### src/core/nfc_rf_regs.svh
`ifndef NFC_RF_REGS_SVH
`define NFC_RF_REGS_SVH

// Register byte offsets on the APB bus.
`define CTRL_OFF        8'h00
`define RXCFG_OFF       8'h04
`define GAIN_OFF        8'h08
`define STATUS_OFF      8'h0c
`define RXDATA_OFF      8'h10
`define TXDATA_OFF      8'h14

// Control register fields.
`define CTRL_SPEED_LO   0
`define CTRL_INIT_REQ   2
`define CTRL_TXN        3
`define CTRL_INV_A      4
`define CTRL_INV_B      5
`define CTRL_DEPTH_LO   6
`define CTRL_ENV_PAUSE  9
`define CTRL_ACT_LM     10
`define CTRL_CARD_ADC   11
`define CTRL_GAIN_EN    12
`define CTRL_DET_EN     13
`define CTRL_SENS_LO    14
`define CTRL_WIDTH      18

// Receiver configuration fields.
`define RXCFG_HP_LO     0
`define RXCFG_GAIN_LO   2
`define RXCFG_I_EN      7
`define RXCFG_Q_EN      8

// Status register fields.
`define ST_MODE_FLAG    0
`define ST_CARD_FLAG    1
`define ST_RX_VALID     2
`define ST_MODE_F       3
`define ST_RF_ON        4
`define ST_FIELD        5
`define ST_TX_BUSY      6
`define ST_RX_BUSY      7
`define ST_STATE_LO     8

// Reset values and the baseband gain ceiling.
`define CTRL_RESET      18'h00000
`define RXCFG_RESET     9'h180
`define GAIN_RESET      10'h000
`define BB_GAIN_MAX     5'h1e

// Timing: carrier periods per bit, half bit, mid-bit window and subcarrier.
`define BIT_CARRIERS    7'h7f
`define HALF_BIT        6
`define MID_LO          7'h20
`define MID_HI          7'h5f
`define SUBCARRIER_BIT  3
`define INIT_DELAY_CARRIERS 4096
`define CLOCK_NS        5
`define GAIN_SAMPLE_NS  1000
`define GAIN_SAMPLE_CYCLES ((`GAIN_SAMPLE_NS + `CLOCK_NS - 1) / `CLOCK_NS)

`endif

### src/core/nfc_rf_pkg.sv
package nfc_rf_pkg;

	// Peer-to-peer start-up states, Gray coded along the usual path.
	typedef enum logic [1:0] {
		P2P_TARGET = 2'b00,
		P2P_WAIT   = 2'b01,
		P2P_INIT   = 2'b11
	} p2p_state_t;

	// Transfer speed selection.
	typedef enum logic [1:0] {
		SPEED_106 = 2'b00,
		SPEED_212 = 2'b01,
		SPEED_424 = 2'b10
	} speed_t;

endpackage

### src/core/nfc_rf_interface_control.sv
`timescale 1ns/1ps
`include "nfc_rf_regs.svh"

module nfc_rf_interface_control
	import nfc_rf_pkg::*;
#(
	parameter int INIT_DELAY_CARRIERS = `INIT_DELAY_CARRIERS,
	parameter int GAIN_SAMPLE_CYCLES  = `GAIN_SAMPLE_CYCLES
) (
	input  wire logic        clock,
	input  wire logic        reset_n,
	input  wire logic        psel,
	input  wire logic        penable,
	input  wire logic        pwrite,
	input  wire logic [7:0]  paddr,
	input  wire logic [31:0] pwdata,
	output logic      [31:0] prdata,
	output logic             pready,
	output logic             pslverr,
	input  wire logic        carrier_in,
	input  wire logic        pause_in,
	input  wire logic        shallow_mod_in,
	input  wire logic        field_det_in,
	input  wire logic        peak_cmp_pos,
	input  wire logic        detune_in,
	output logic             antenna_drive_a,
	output logic             antenna_drive_b,
	output logic             rf_on,
	output logic             env_out,
	output logic      [2:0]  mod_depth,
	output logic             load_mod_out,
	output logic             framing_f,
	output logic      [1:0]  hp_corner,
	output logic      [4:0]  bb_gain,
	output logic             i_chan_en,
	output logic             q_chan_en,
	output logic             field_det_en,
	output logic      [9:0]  gain_resistor_setting,
	output logic             init_start
);

	// Saturating single step of the resistor code; up means lower resistance.
	function automatic logic [9:0] sat_step(input logic [9:0] code, input logic up);
		if (up) begin
			sat_step = (code == 10'h3ff) ? code : code + 10'h001;
		end else begin
			sat_step = (code == 10'h000) ? code : code - 10'h001;
		end
	endfunction

	logic [5:0]              s1_ff;           // First synchroniser stage.
	logic [5:0]              s2_ff;           // Second synchroniser stage.
	logic [5:0]              s3_ff;           // Third synchroniser stage.
	logic [5:0]              lvl_ff;          // Agreed input levels.
	logic [5:0]              lvl_d_ff;        // Agreed levels one cycle back.
	logic [`CTRL_WIDTH-1:0]  ctrl_ff;         // Control register.
	logic [8:0]              rxcfg_ff;        // Receiver configuration.
	logic                    mode_flag_ff;    // Field classified, sticky.
	logic                    card_flag_ff;    // Card detected, sticky.
	logic                    rx_valid_ff;     // Received word ready, sticky.
	logic                    mode_f_ff;       // Last class was type F.
	logic                    det_done_ff;     // Class already made for this field.
	logic [8:0]              rx_data_ff;      // Last received byte with parity.
	p2p_state_t              state_ff;        // Peer-to-peer start-up state.
	logic [31:0]             delay_ff;        // Quiet carrier periods seen.
	logic                    rx_busy_ff;      // Frame reception running.
	logic [6:0]              rx_cnt_ff;       // Carrier position in the bit.
	logic                    mid_ff;          // Pause seen mid-bit.
	logic                    start_ff;        // Pause seen at bit start.
	logic                    early_ff;        // Pause belongs to next bit start.
	logic                    last_zero_ff;    // Previous bit was a zero.
	logic [8:0]              rx_shift_ff;     // Receive shift register.
	logic [3:0]              rx_nbits_ff;     // Bits in the shift register.
	logic                    tx_busy_ff;      // Answer in progress.
	logic [9:0]              tx_word_ff;      // Start bit, data, parity.
	logic [3:0]              tx_nbits_ff;     // Bits still to send after this one.
	logic [6:0]              tx_cnt_ff;       // Carrier position in the bit.
	logic [31:0]             tick_cnt_ff;     // Gain sample divider.
	logic [3:0]              run_ff;          // Consecutive detuned samples.

	logic        carrier_tick;  // Rising carrier edge.
	logic        pause_start;   // Start of a full pause.
	logic        shallow_start; // Start of a shallow modulation.
	logic        gain_tick;     // Gain and detection sample enable.
	logic        wr_en;         // APB write taken this edge.
	logic        codec_on;      // Type A codec active.
	logic        txn_busy;      // Transaction in progress.
	logic        mod_active;    // Subcarrier answer modulating now.
	logic        rx_bit_end;    // Last carrier period of a received bit.
	logic        rx_bit;        // Decoded bit value.
	logic        rx_take;       // Decoded bit is data.

	assign carrier_tick  = lvl_ff[0] & ~lvl_d_ff[0];
	assign pause_start   = lvl_ff[1] & ~lvl_d_ff[1];
	assign shallow_start = lvl_ff[2] & ~lvl_d_ff[2];
	assign gain_tick     = (tick_cnt_ff == 32'(GAIN_SAMPLE_CYCLES - 1));
	assign wr_en         = psel & penable & pready & pwrite;
	assign codec_on      = (ctrl_ff[`CTRL_SPEED_LO +: 2] == SPEED_106) &&
			(state_ff != P2P_INIT);
	assign txn_busy      = ctrl_ff[`CTRL_TXN] | rx_busy_ff | tx_busy_ff;
	assign rx_bit_end    = rx_busy_ff & carrier_tick & (rx_cnt_ff == `BIT_CARRIERS);
	assign rx_bit        = mid_ff;
	assign rx_take       = mid_ff | start_ff | ~last_zero_ff;
	// Manchester: a one modulates the first half, a zero the second half.
	assign mod_active    = tx_busy_ff & tx_cnt_ff[`SUBCARRIER_BIT] &
			(tx_word_ff[0] ^ tx_cnt_ff[`HALF_BIT]);

	// Three-stage synchronisers; a level counts once stages two and three agree.
	always_ff @(posedge clock) begin
		if (!reset_n) begin
			s1_ff    <= 6'h00;
			s2_ff    <= 6'h00;
			s3_ff    <= 6'h00;
			lvl_ff   <= 6'h00;
			lvl_d_ff <= 6'h00;
		end else begin
			s1_ff    <= {detune_in, peak_cmp_pos, field_det_in, shallow_mod_in,
					pause_in, carrier_in};
			s2_ff    <= s1_ff;
			s3_ff    <= s2_ff;
			lvl_ff   <= (s2_ff & s3_ff) | (lvl_ff & (s2_ff ^ s3_ff));
			lvl_d_ff <= lvl_ff;
		end
	end

	// APB slave: zero wait states, error on unmapped addresses.
	always_ff @(posedge clock) begin
		if (!reset_n) begin
			pready  <= 1'b0;
			pslverr <= 1'b0;
			prdata  <= 32'h0000_0000;
		end else begin
			pready  <= psel & ~penable;
			pslverr <= 1'b0;
			prdata  <= 32'h0000_0000;
			if (psel && !penable) begin
				case (paddr)
					`CTRL_OFF:   prdata <= 32'(ctrl_ff);
					`RXCFG_OFF:  prdata <= 32'(rxcfg_ff);
					`GAIN_OFF:   prdata <= 32'(gain_resistor_setting);
					`STATUS_OFF: prdata <= 32'({state_ff, rx_busy_ff, tx_busy_ff,
							lvl_ff[3], rf_on, mode_f_ff, rx_valid_ff,
							card_flag_ff, mode_flag_ff});
					`RXDATA_OFF: prdata <= 32'(rx_data_ff);
					`TXDATA_OFF: prdata <= 32'(tx_word_ff[8:1]);
					default:     pslverr <= 1'b1;
				endcase
			end
		end
	end

	// Control and receiver configuration registers.
	always_ff @(posedge clock) begin
		if (!reset_n) begin
			ctrl_ff  <= `CTRL_RESET;
			rxcfg_ff <= `RXCFG_RESET;
		end else if (wr_en && paddr == `CTRL_OFF) begin
			ctrl_ff <= pwdata[`CTRL_WIDTH-1:0];
			if (txn_busy) begin
				// The speed stays put while a transaction runs.
				ctrl_ff[`CTRL_SPEED_LO +: 2] <= ctrl_ff[`CTRL_SPEED_LO +: 2];
			end else if (pwdata[`CTRL_SPEED_LO +: 2] == 2'b11) begin
				ctrl_ff[`CTRL_SPEED_LO +: 2] <= SPEED_424;
			end
		end else if (wr_en && paddr == `RXCFG_OFF) begin
			rxcfg_ff <= pwdata[8:0];
			if (pwdata[`RXCFG_GAIN_LO +: 5] > `BB_GAIN_MAX) begin
				rxcfg_ff[`RXCFG_GAIN_LO +: 5] <= `BB_GAIN_MAX;
			end
		end
	end

	// Receiver front-end settings driven out from registers.
	always_ff @(posedge clock) begin
		if (!reset_n) begin
			hp_corner <= 2'h0;
			bb_gain   <= 5'h00;
			i_chan_en <= 1'b0;
			q_chan_en <= 1'b0;
			framing_f <= 1'b0;
		end else begin
			hp_corner <= rxcfg_ff[`RXCFG_HP_LO +: 2];
			bb_gain   <= rxcfg_ff[`RXCFG_GAIN_LO +: 5];
			i_chan_en <= rxcfg_ff[`RXCFG_I_EN];
			q_chan_en <= rxcfg_ff[`RXCFG_Q_EN] & ~ctrl_ff[`CTRL_CARD_ADC];
			framing_f <= (ctrl_ff[`CTRL_SPEED_LO +: 2] != SPEED_106);
		end
	end

	// Peer-to-peer start-up: target by default, initiator only on request.
	always_ff @(posedge clock) begin
		if (!reset_n) begin
			state_ff   <= P2P_TARGET;
			delay_ff   <= 32'h0000_0000;
			init_start <= 1'b0;
		end else begin
			init_start <= 1'b0;
			case (state_ff)
				P2P_TARGET: begin
					delay_ff <= 32'h0000_0000;
					if (ctrl_ff[`CTRL_INIT_REQ]) begin
						state_ff <= P2P_WAIT;
					end
				end
				P2P_WAIT: begin
					if (!ctrl_ff[`CTRL_INIT_REQ]) begin
						state_ff <= P2P_TARGET;
					end else if (lvl_ff[3]) begin
						delay_ff <= 32'h0000_0000;
					end else if (carrier_tick) begin
						if (delay_ff == 32'(INIT_DELAY_CARRIERS - 1)) begin
							state_ff   <= P2P_INIT;
							init_start <= 1'b1;
						end else begin
							delay_ff <= delay_ff + 32'h0000_0001;
						end
					end
				end
				P2P_INIT: begin
					if (!ctrl_ff[`CTRL_INIT_REQ]) begin
						state_ff <= P2P_TARGET;
					end
				end
				default: state_ff <= P2P_TARGET;
			endcase
		end
	end

	// Transmitter: carrier gated by the envelope, optional inversion per output.
	always_ff @(posedge clock) begin
		if (!reset_n) begin
			rf_on           <= 1'b0;
			env_out         <= 1'b0;
			mod_depth       <= 3'h0;
			field_det_en    <= 1'b1;
			antenna_drive_a <= 1'b0;
			antenna_drive_b <= 1'b0;
			load_mod_out    <= 1'b0;
		end else begin
			rf_on        <= (state_ff == P2P_INIT);
			field_det_en <= (state_ff != P2P_INIT);
			env_out      <= (state_ff == P2P_INIT) & ~ctrl_ff[`CTRL_ENV_PAUSE];
			mod_depth    <= ctrl_ff[`CTRL_DEPTH_LO +: 3];
			load_mod_out <= mod_active & ~ctrl_ff[`CTRL_ACT_LM];
			if (state_ff == P2P_INIT &&
					(!ctrl_ff[`CTRL_ENV_PAUSE] || ctrl_ff[`CTRL_DEPTH_LO +: 3] != 3'h0)) begin
				// Depth zero means a full pause blanks the carrier.
				antenna_drive_a <= lvl_ff[0] ^ ctrl_ff[`CTRL_INV_A];
				antenna_drive_b <= lvl_ff[0] ^ ctrl_ff[`CTRL_INV_B];
			end else if (mod_active && ctrl_ff[`CTRL_ACT_LM]) begin
				// Weak field in antiphase with the reader carrier.
				antenna_drive_a <= ~lvl_ff[0];
				antenna_drive_b <= ~lvl_ff[0] ^ (ctrl_ff[`CTRL_INV_A] ^ ctrl_ff[`CTRL_INV_B]);
			end else begin
				antenna_drive_a <= 1'b0;
				antenna_drive_b <= 1'b0;
			end
		end
	end

	// Modified Miller decoder; a zero after a zero with no pause ends the frame.
	always_ff @(posedge clock) begin
		if (!reset_n) begin
			rx_busy_ff   <= 1'b0;
			rx_cnt_ff    <= 7'h00;
			mid_ff       <= 1'b0;
			start_ff     <= 1'b0;
			early_ff     <= 1'b0;
			last_zero_ff <= 1'b0;
			rx_shift_ff  <= 9'h000;
			rx_nbits_ff  <= 4'h0;
			rx_data_ff   <= 9'h000;
		end else if (!codec_on) begin
			rx_busy_ff <= 1'b0;
		end else if (!rx_busy_ff) begin
			if (pause_start) begin
				// The start pause opens a zero slot counted one ahead of the byte.
				rx_busy_ff   <= 1'b1;
				rx_cnt_ff    <= 7'h00;
				mid_ff       <= 1'b0;
				start_ff     <= 1'b1;
				early_ff     <= 1'b0;
				last_zero_ff <= 1'b1;
				rx_nbits_ff  <= 4'hf;
			end
		end else begin
			if (carrier_tick) begin
				rx_cnt_ff <= rx_cnt_ff + 7'h01;
			end
			if (pause_start) begin
				if (rx_cnt_ff >= `MID_LO && rx_cnt_ff <= `MID_HI) begin
					mid_ff <= 1'b1;
				end else if (rx_cnt_ff > `MID_HI) begin
					early_ff <= 1'b1;
				end else begin
					start_ff <= 1'b1;
				end
			end
			if (rx_bit_end) begin
				mid_ff   <= 1'b0;
				start_ff <= early_ff;
				early_ff <= 1'b0;
				if (!rx_take) begin
					rx_busy_ff <= 1'b0;
				end else begin
					last_zero_ff <= ~rx_bit;
					rx_shift_ff  <= {rx_bit, rx_shift_ff[8:1]};
					rx_nbits_ff  <= (rx_nbits_ff == 4'h8) ? 4'h0 : rx_nbits_ff + 4'h1;
					if (rx_nbits_ff == 4'h8) begin
						rx_data_ff <= {rx_bit, rx_shift_ff[8:1]};
					end
				end
			end
		end
	end

	// Card answer: start bit, eight data bits LSB first, odd parity.
	always_ff @(posedge clock) begin
		if (!reset_n) begin
			tx_busy_ff  <= 1'b0;
			tx_word_ff  <= 10'h000;
			tx_nbits_ff <= 4'h0;
			tx_cnt_ff   <= 7'h00;
		end else if (!tx_busy_ff) begin
			if (wr_en && paddr == `TXDATA_OFF && codec_on) begin
				tx_busy_ff  <= 1'b1;
				tx_word_ff  <= {~^pwdata[7:0], pwdata[7:0], 1'b1};
				tx_nbits_ff <= 4'h9;
				tx_cnt_ff   <= 7'h00;
			end
		end else if (carrier_tick) begin
			tx_cnt_ff <= tx_cnt_ff + 7'h01;
			if (tx_cnt_ff == `BIT_CARRIERS) begin
				tx_word_ff  <= {1'b0, tx_word_ff[9:1]};
				tx_nbits_ff <= tx_nbits_ff - 4'h1;
				if (tx_nbits_ff == 4'h0) begin
					tx_busy_ff <= 1'b0;
				end
			end
		end
	end

	// Gain loop sample divider.
	always_ff @(posedge clock) begin
		if (!reset_n) begin
			tick_cnt_ff <= 32'h0000_0000;
		end else begin
			tick_cnt_ff <= gain_tick ? 32'h0000_0000 : tick_cnt_ff + 32'h0000_0001;
		end
	end

	// Resistor code: zero is the highest resistance, all ones the lowest.
	always_ff @(posedge clock) begin
		if (!reset_n) begin
			gain_resistor_setting <= `GAIN_RESET;
		end else if (wr_en && paddr == `GAIN_OFF) begin
			gain_resistor_setting <= pwdata[9:0];
		end else if (ctrl_ff[`CTRL_GAIN_EN] && gain_tick) begin
			// Peak above reference asks for a lower resistance.
			gain_resistor_setting <= sat_step(gain_resistor_setting, lvl_ff[4]);
		end
	end

	// Mode detector and card detection with sticky, write-one-to-clear flags.
	always_ff @(posedge clock) begin
		if (!reset_n) begin
			mode_flag_ff <= 1'b0;
			card_flag_ff <= 1'b0;
			rx_valid_ff  <= 1'b0;
			mode_f_ff    <= 1'b0;
			det_done_ff  <= 1'b0;
			run_ff       <= 4'h0;
		end else begin
			// A set in the same cycle as a clear wins.
			if (wr_en && paddr == `STATUS_OFF) begin
				mode_flag_ff <= mode_flag_ff & ~pwdata[`ST_MODE_FLAG];
				card_flag_ff <= card_flag_ff & ~pwdata[`ST_CARD_FLAG];
				rx_valid_ff  <= rx_valid_ff & ~pwdata[`ST_RX_VALID];
			end
			if (rx_bit_end && rx_take && rx_nbits_ff == 4'h8) begin
				rx_valid_ff <= 1'b1;
			end
			if (!lvl_ff[3]) begin
				det_done_ff <= 1'b0;
			end else if (!det_done_ff && state_ff != P2P_INIT &&
					(pause_start || shallow_start)) begin
				det_done_ff  <= 1'b1;
				mode_f_ff    <= ~pause_start;
				mode_flag_ff <= 1'b1;
			end
			if (!ctrl_ff[`CTRL_DET_EN]) begin
				run_ff <= 4'h0;
			end else if (gain_tick) begin
				if (!lvl_ff[5]) begin
					run_ff <= 4'h0;
				end else if (run_ff == ctrl_ff[`CTRL_SENS_LO +: 4]) begin
					card_flag_ff <= 1'b1;
				end else begin
					run_ff <= run_ff + 4'h1;
				end
			end
		end
	end

endmodule

### config.mk
export PLATFORM = sky130hd
export DESIGN_NAME = nfc_rf_interface_control
export DESIGN_NICKNAME = d
export VERILOG_FILES = /design/src/core/nfc_rf_pkg.sv /design/src/core/nfc_rf_interface_control.sv
export VERILOG_INCLUDE_DIRS = /design/src /design/src/core
export SDC_FILE = /design/constraint.sdc
export NUM_CORES = 1
export LEC_CHECK = 0
export ABC_AREA = 0
export BUFFER_PORTS_ARGS = -buffer_cell sky130_fd_sc_hd__clkbuf_2
export CORE_MARGIN = 5
export CORE_UTILIZATION = 30
export CTS_CLUSTER_DIAMETER = 60
export DETAILED_ROUTE_END_ITERATION = 12
export PLACE_DENSITY = 0.58
export SLEW_MARGIN = 5
export SYNTH_ARGS = -nofsm -noshare
export SYNTH_HDL_FRONTEND = slang
export SYNTH_SLANG_ARGS = --single-unit
### constraint.sdc
create_clock -name clock -period 2.5 [get_ports clock]
set_clock_uncertainty 0.05 [all_clocks]
set_input_delay 0.5 -clock clock [delete_from_list [all_inputs] [get_ports clock]]
set_output_delay 0.5 -clock clock [all_outputs]
set_load 0.01 [all_outputs]
-- Yosys cells after proc, flatten, opt, wreduce, memory -nomap -nowiden
Cells that the tools add are included.
- register bits after elaboration: 249
- input bits: 51
- output and inout port bits: 64
- logic and storage cells: 289
- add/sub/neg operators: 9
- magnitude comparators: 4
- eq/ne operators: 36
- muxes and demuxes: 85
- bitwise gates (word level): 50
- reductions and logical operators: 58
- operator list (operator ; count):
    $mux 32 ; 4
    $pmux 18 s6 ; 1
    $mux 10 ; 9
    $add 32x1->32 const B ; 2
    $pmux 32 s2 ; 1
    $mux 1 ; 44
    $mux 4 ; 11
    $mux 7 ; 6
    $eq 32x12->1 const B ; 1
    $eq 32x8->1 const B ; 1
    $ne 3x3->1 const B ; 9
    $not 1->1 ; 20
    $reduce_and 5->1 ; 4
    $reduce_and 2->1 ; 9
    $and 1x1->1 ; 17
    $eq 8x4->1 const B ; 2
    $eq 8x5->1 const B ; 2
    $logic_and 1x1->1 ; 16
    $reduce_and 4->1 ; 4
    $add 7x1->7 const B ; 2
    $eq 7x7->1 const B ; 2
    $mux 2 ; 7
    $reduce_bool 2->1 ; 7
    $and 6x6->6 ; 2
    35 further kinds ; 59

-- Depth between registers and ports, before layout
- depth in word-level cells: 9
- depth in mapped cells: 9
- gate-level depth less buffers: 8

-- Least setup slack after synthesis
OpenSTA, ideal clock, no wires.
- path type: in2reg
- from: input paddr[1]
- to: register ctrl_ff[1]
- setup time: 86 ps
- arrival time: 2442 ps
- data required time: 2364 ps
- path slack: -78 ps
- cell stages on the path: 8
- path buffers: 2
- cells stage by stage: or4_4 > or3_1 > clkbuf_1 > or4_1 > buf_2 > nor4_4 > nor2_1 > a211oi_1
- longest elaborated chain between the ends: 3
- ends and longest elaborated chain (item ; line ; source):
    start: declaration ; nfc_rf_interface_control.sv:15 ; input wire logic [7:0] paddr,
    $logic_not 8->1 ; -- ;
    $logic_and 1x1->1 (no line) ; -- ;
    $reduce_and 2->1 (no line) ; -- ;
    end signal: assignment ; nfc_rf_interface_control.sv:155 ; ctrl_ff <= `CTRL_RESET;
    end signal: assignment ; nfc_rf_interface_control.sv:158 ; ctrl_ff <= pwdata[`CTRL_WIDTH-1:0];
    end signal: indexed assignment ; nfc_rf_interface_control.sv:161 ; ctrl_ff[`CTRL_SPEED_LO +: 2] <= ctrl_ff[`CTRL_SPEED_LO +: 2];
    end: declaration ; nfc_rf_interface_control.sv:56 ; logic [`CTRL_WIDTH-1:0] ctrl_ff;
Every way passes these cells.
A chain may end at the register's enable or synchronous reset.

-- Final worst setup path
- from: input paddr[1]
- to: register prdata[0]
- longest elaborated chain between the ends: 2
- elaborated cells between the ends (all ways): 7
- classes of those cells: eq/ne (5); mux (1); reduce/logical (1)
- ends and longest elaborated chain (item ; line ; source):
    $eq 8x5->1 (tied with other cells) ; nfc_rf_interface_control.sv:137 ; case (paddr)
    $pmux 18 s6 (*) ; nfc_rf_interface_control.sv:137 ;
    end signal: assignment ; nfc_rf_interface_control.sv:138 ; `CTRL_OFF: prdata <= 32'(ctrl_ff);
    end signal: assignment ; nfc_rf_interface_control.sv:139 ; `RXCFG_OFF: prdata <= 32'(rxcfg_ff);
    end signal: assignment ; nfc_rf_interface_control.sv:140 ; `GAIN_OFF: prdata <= 32'(gain_resistor_setting);
    end: declaration ; nfc_rf_interface_control.sv:17 ; output logic [31:0] prdata,
Every way passes the cells marked *; elsewhere a longest branch is shown, timed or not.

==> results_dict.tcl <==
set metrics [dict create \
    period_minus_slack_ns 2.31 \
    htreeDepth 1 \
    grt_max_degree 48 \
    crit_arrival_ns 2.74 \
    fin_nets 1414 \
    grt_pass1_wl_um 45400 \
    cts_root_buffer "clkbuf_16" \
    fin_area_mm2 0.0125 \
    grt_use_total_pct 14.2 \
    ff_latch_area_mm2 0.00468 \
    io_pins 115 \
    vias_per_cell 4.94 \
    synth_edf_count 0 \
    clock-sinks 234 \
    multi_input_area_mm2 0.00540 \
    postRouteWirelength_um 28400 \
    dpl.hpwl_um 20800 \
    tightest_slew_ns 0.688 \
    p_leak_nw 4.69 \
    std_cell_rows 68 \
    peakVddDrop_v 0.000451 \
    slew_headroom_pct 53.7 \
    vias 8931 \
    worstSetupPathType "input pin to register" \
    slew_violations 0 \
    timing.final.crit_share_pct 92.6 \
    clk_latency_ns 0.53 \
    layout-drive-gt1-share_pct 15.5 \
    ys.flop_type "dfxtp_1" \
    gp_congestion 0.832 \
    setup_violations 0 \
    mostFrequentLayoutCells "dfxtp_1, nor2_1, nand2_1" \
    grt_pass1_vias 8330 \
    cts_buffers 27 \
    syn_area_mm2 0.0105 \
    rsz0062_at_grt "no" \
    cts_tree "yes" \
    ant_nets 0 \
    ctsResizeCount 0 \
    hold_path_class "input pin to register" \
    cts_max_path_buffers 3 \
    dpl_cell_area_mm2 0.0117 \
    area_delta_synth_final_pct 19.8 \
    dieHeight_um 197 \
    power_density_mw_per_mm2 625 \
    required_ns 2.92 \
    die_x_um 197 \
    dieArea_mm2 0.0387 \
    async_flop_share_pct 0 \
    drc 0 \
    hold_viol 0 \
    status "complete, no violations" \
    diodes 0 \
    endpoint_kind "register" \
    ctsHoldBuffers 0 \
    fin_tns_setup_ns 0 \
    maxCapViolCount 0 \
    core_mm2 0.0345 \
    power_mw 7.82 \
    antenna_found_initial 0 \
    path_clk_slew_ns 0.06 \
    final_common_cell "dfxtp_1" \
    yosysUniqueCellTypes 67 \
    ys_ff_latch 234 \
    initialDrtViolationCount 631 \
    yosysSeqAreaShare_pct 44.8 \
    fillers 3561 \
    yosys_warnings 0 \
    synth_cells 1218 \
    wl_per_cell_um 15.7 \
    max_freq_mhz 432 \
    start_util_pct 30.3 \
    critPathLaunchType "input pin" \
    path_max_fanout 12 \
    post_cts_buffers 0 \
    globalRouteOverflowTotal 0 \
    dr.pass1.iters 5 \
    numPortBuffers 86 \
    syn_area_per_cell_um2 8.58 \
]
==> power by group <==
group / switching, mW / internal [mW] / total (mW)
sequential: 0.00910 / 3.75 / 3.76
combinational: 0.151 / 0.0828 / 0.234
clock: 1.54 / 2.29 / 3.83
==> critical path, cell delays in order <==
cell	delay (ns)
clkbuf_2	0.08
or4_4	0.56
or2_2	0.33
nor3b_1	0.21
buf_4	0.21
o21ai_0	0.16
a311oi_1	0.48
buf_4	0.21
==> synth_stat cells, types with 14 or more instances <==
| cell type | n | area (µm²) |
|---|---|---|
| xnor2_1 | 48 | 420 |
| dfxtp_1 | 234 | 4680 |
| a22oi_1 | 14 | 105 |
| a21oi_1 | 81 | 405 |
| mux2i_1 | 25 | 250 |
| o21ai_0 | 26 | 130 |
| inv_1 | 26 | 97.6 |
| nor3_1 | 37 | 185 |
| a211oi_1 | 14 | 105 |
| buf_4 | 14 | 105 |
| nand2_1 | 129 | 484 |
| nor2_1 | 148 | 556 |
| clkbuf_1 | 50 | 188 |
| and2_1 | 47 | 294 |
| nor4_1 | 26 | 163 |
| ha_1 | 25 | 313 |
| nand3_1 | 62 | 310 |
| xor2_1 | 31 | 272 |
| nand4_1 | 28 | 175 |
==> registers in the layout (all words and copies together), names as in the netlist, 3 cells and up <==
register	flops
rx_data_ff	9
mod_depth	3
bb_gain	5
prdata	18
rx_shift_ff	8
tick_cnt_ff	32
run_ff	4
rxcfg_ff	9
lvl_d_ff	3
tx_word_ff	10
gain_resistor_setting	10
s2_ff	6
tx_cnt_ff	7
delay_ff	32
rx_cnt_ff	7
s3_ff	6
rx_nbits_ff	4
tx_nbits_ff	4
ctrl_ff	18
s1_ff	6
lvl_ff	6
==> metrics by stage <==
stage	worst slack [ns]	util [%]	instances	hold slack, ns
detailed placement	-0.277	33.9	1763	0.367
global route	0.0529	36.3	1808	0.107
global placement	-0.260	33.9	1763	0.368
finish	0.185	36.3	1808	0.125
CTS	0.270	36.3	1808	0.105
floorplan	-0.0777	-	1231	0.352
==> layout make-up <==
type | instances | area share, %
clock inverters | 9 | 1.04
clock buffers | 36 | 5.67
well taps | 455 | 4.55
inverters | 27 | 0.810
repair buffers | 148 | 7.36
flip-flops and latches | 234 | 37.4
multi-input cells | 899 | 43.2
==> cells by family (layout without fill, tap and decap cells) <==
kind of cell / Yosys count / count (layout) / share of synthesized area [%]
simple gates: 556 / 556 / 26.5
flops: 234 / 234 / 44.8
compound gates: 190 / 190 / 11.3
buf+inv: 98 / 220 / 4.05
xor+xnor: 79 / 79 / 6.62
mux: 34 / 34 / 3.58
fa+ha+maj: 26 / 26 / 3.18
other cells: 1 / 14 / 0.0359
==> worst paths after layout <==
| kind | startpoint | end | slack, ns | cells past startpoint |
|---|---|---|---|---|
| max | paddr[1] | prdata[0]$_SDFF_PN0_ | 0.19 | 8 |
| min | field_det_in | s1_ff[3]$_SDFF_PN0_ | 0.12 | 2 |
| max reg2reg | lvl_ff[0]$_SDFF_PN0_ | delay_ff[15]$_SDFFE_PN0P_ | 0.31 | 5 |
| min reg2reg | s1_ff[3]$_SDFF_PN0_ | s2_ff[3]$_SDFF_PN0_ | 0.38 | 1 |
==> metal layers <==
layer  up-vias  share of wire, %  track usage [%]
met5         -                 0                0
met4         0               2.0             3.42
met3        40               6.3             2.82
met2       231                44             21.8
met1      4187                48             20.6
li1       4473                 -                -
Note: power is estimated with default switching activity, not from simulation.
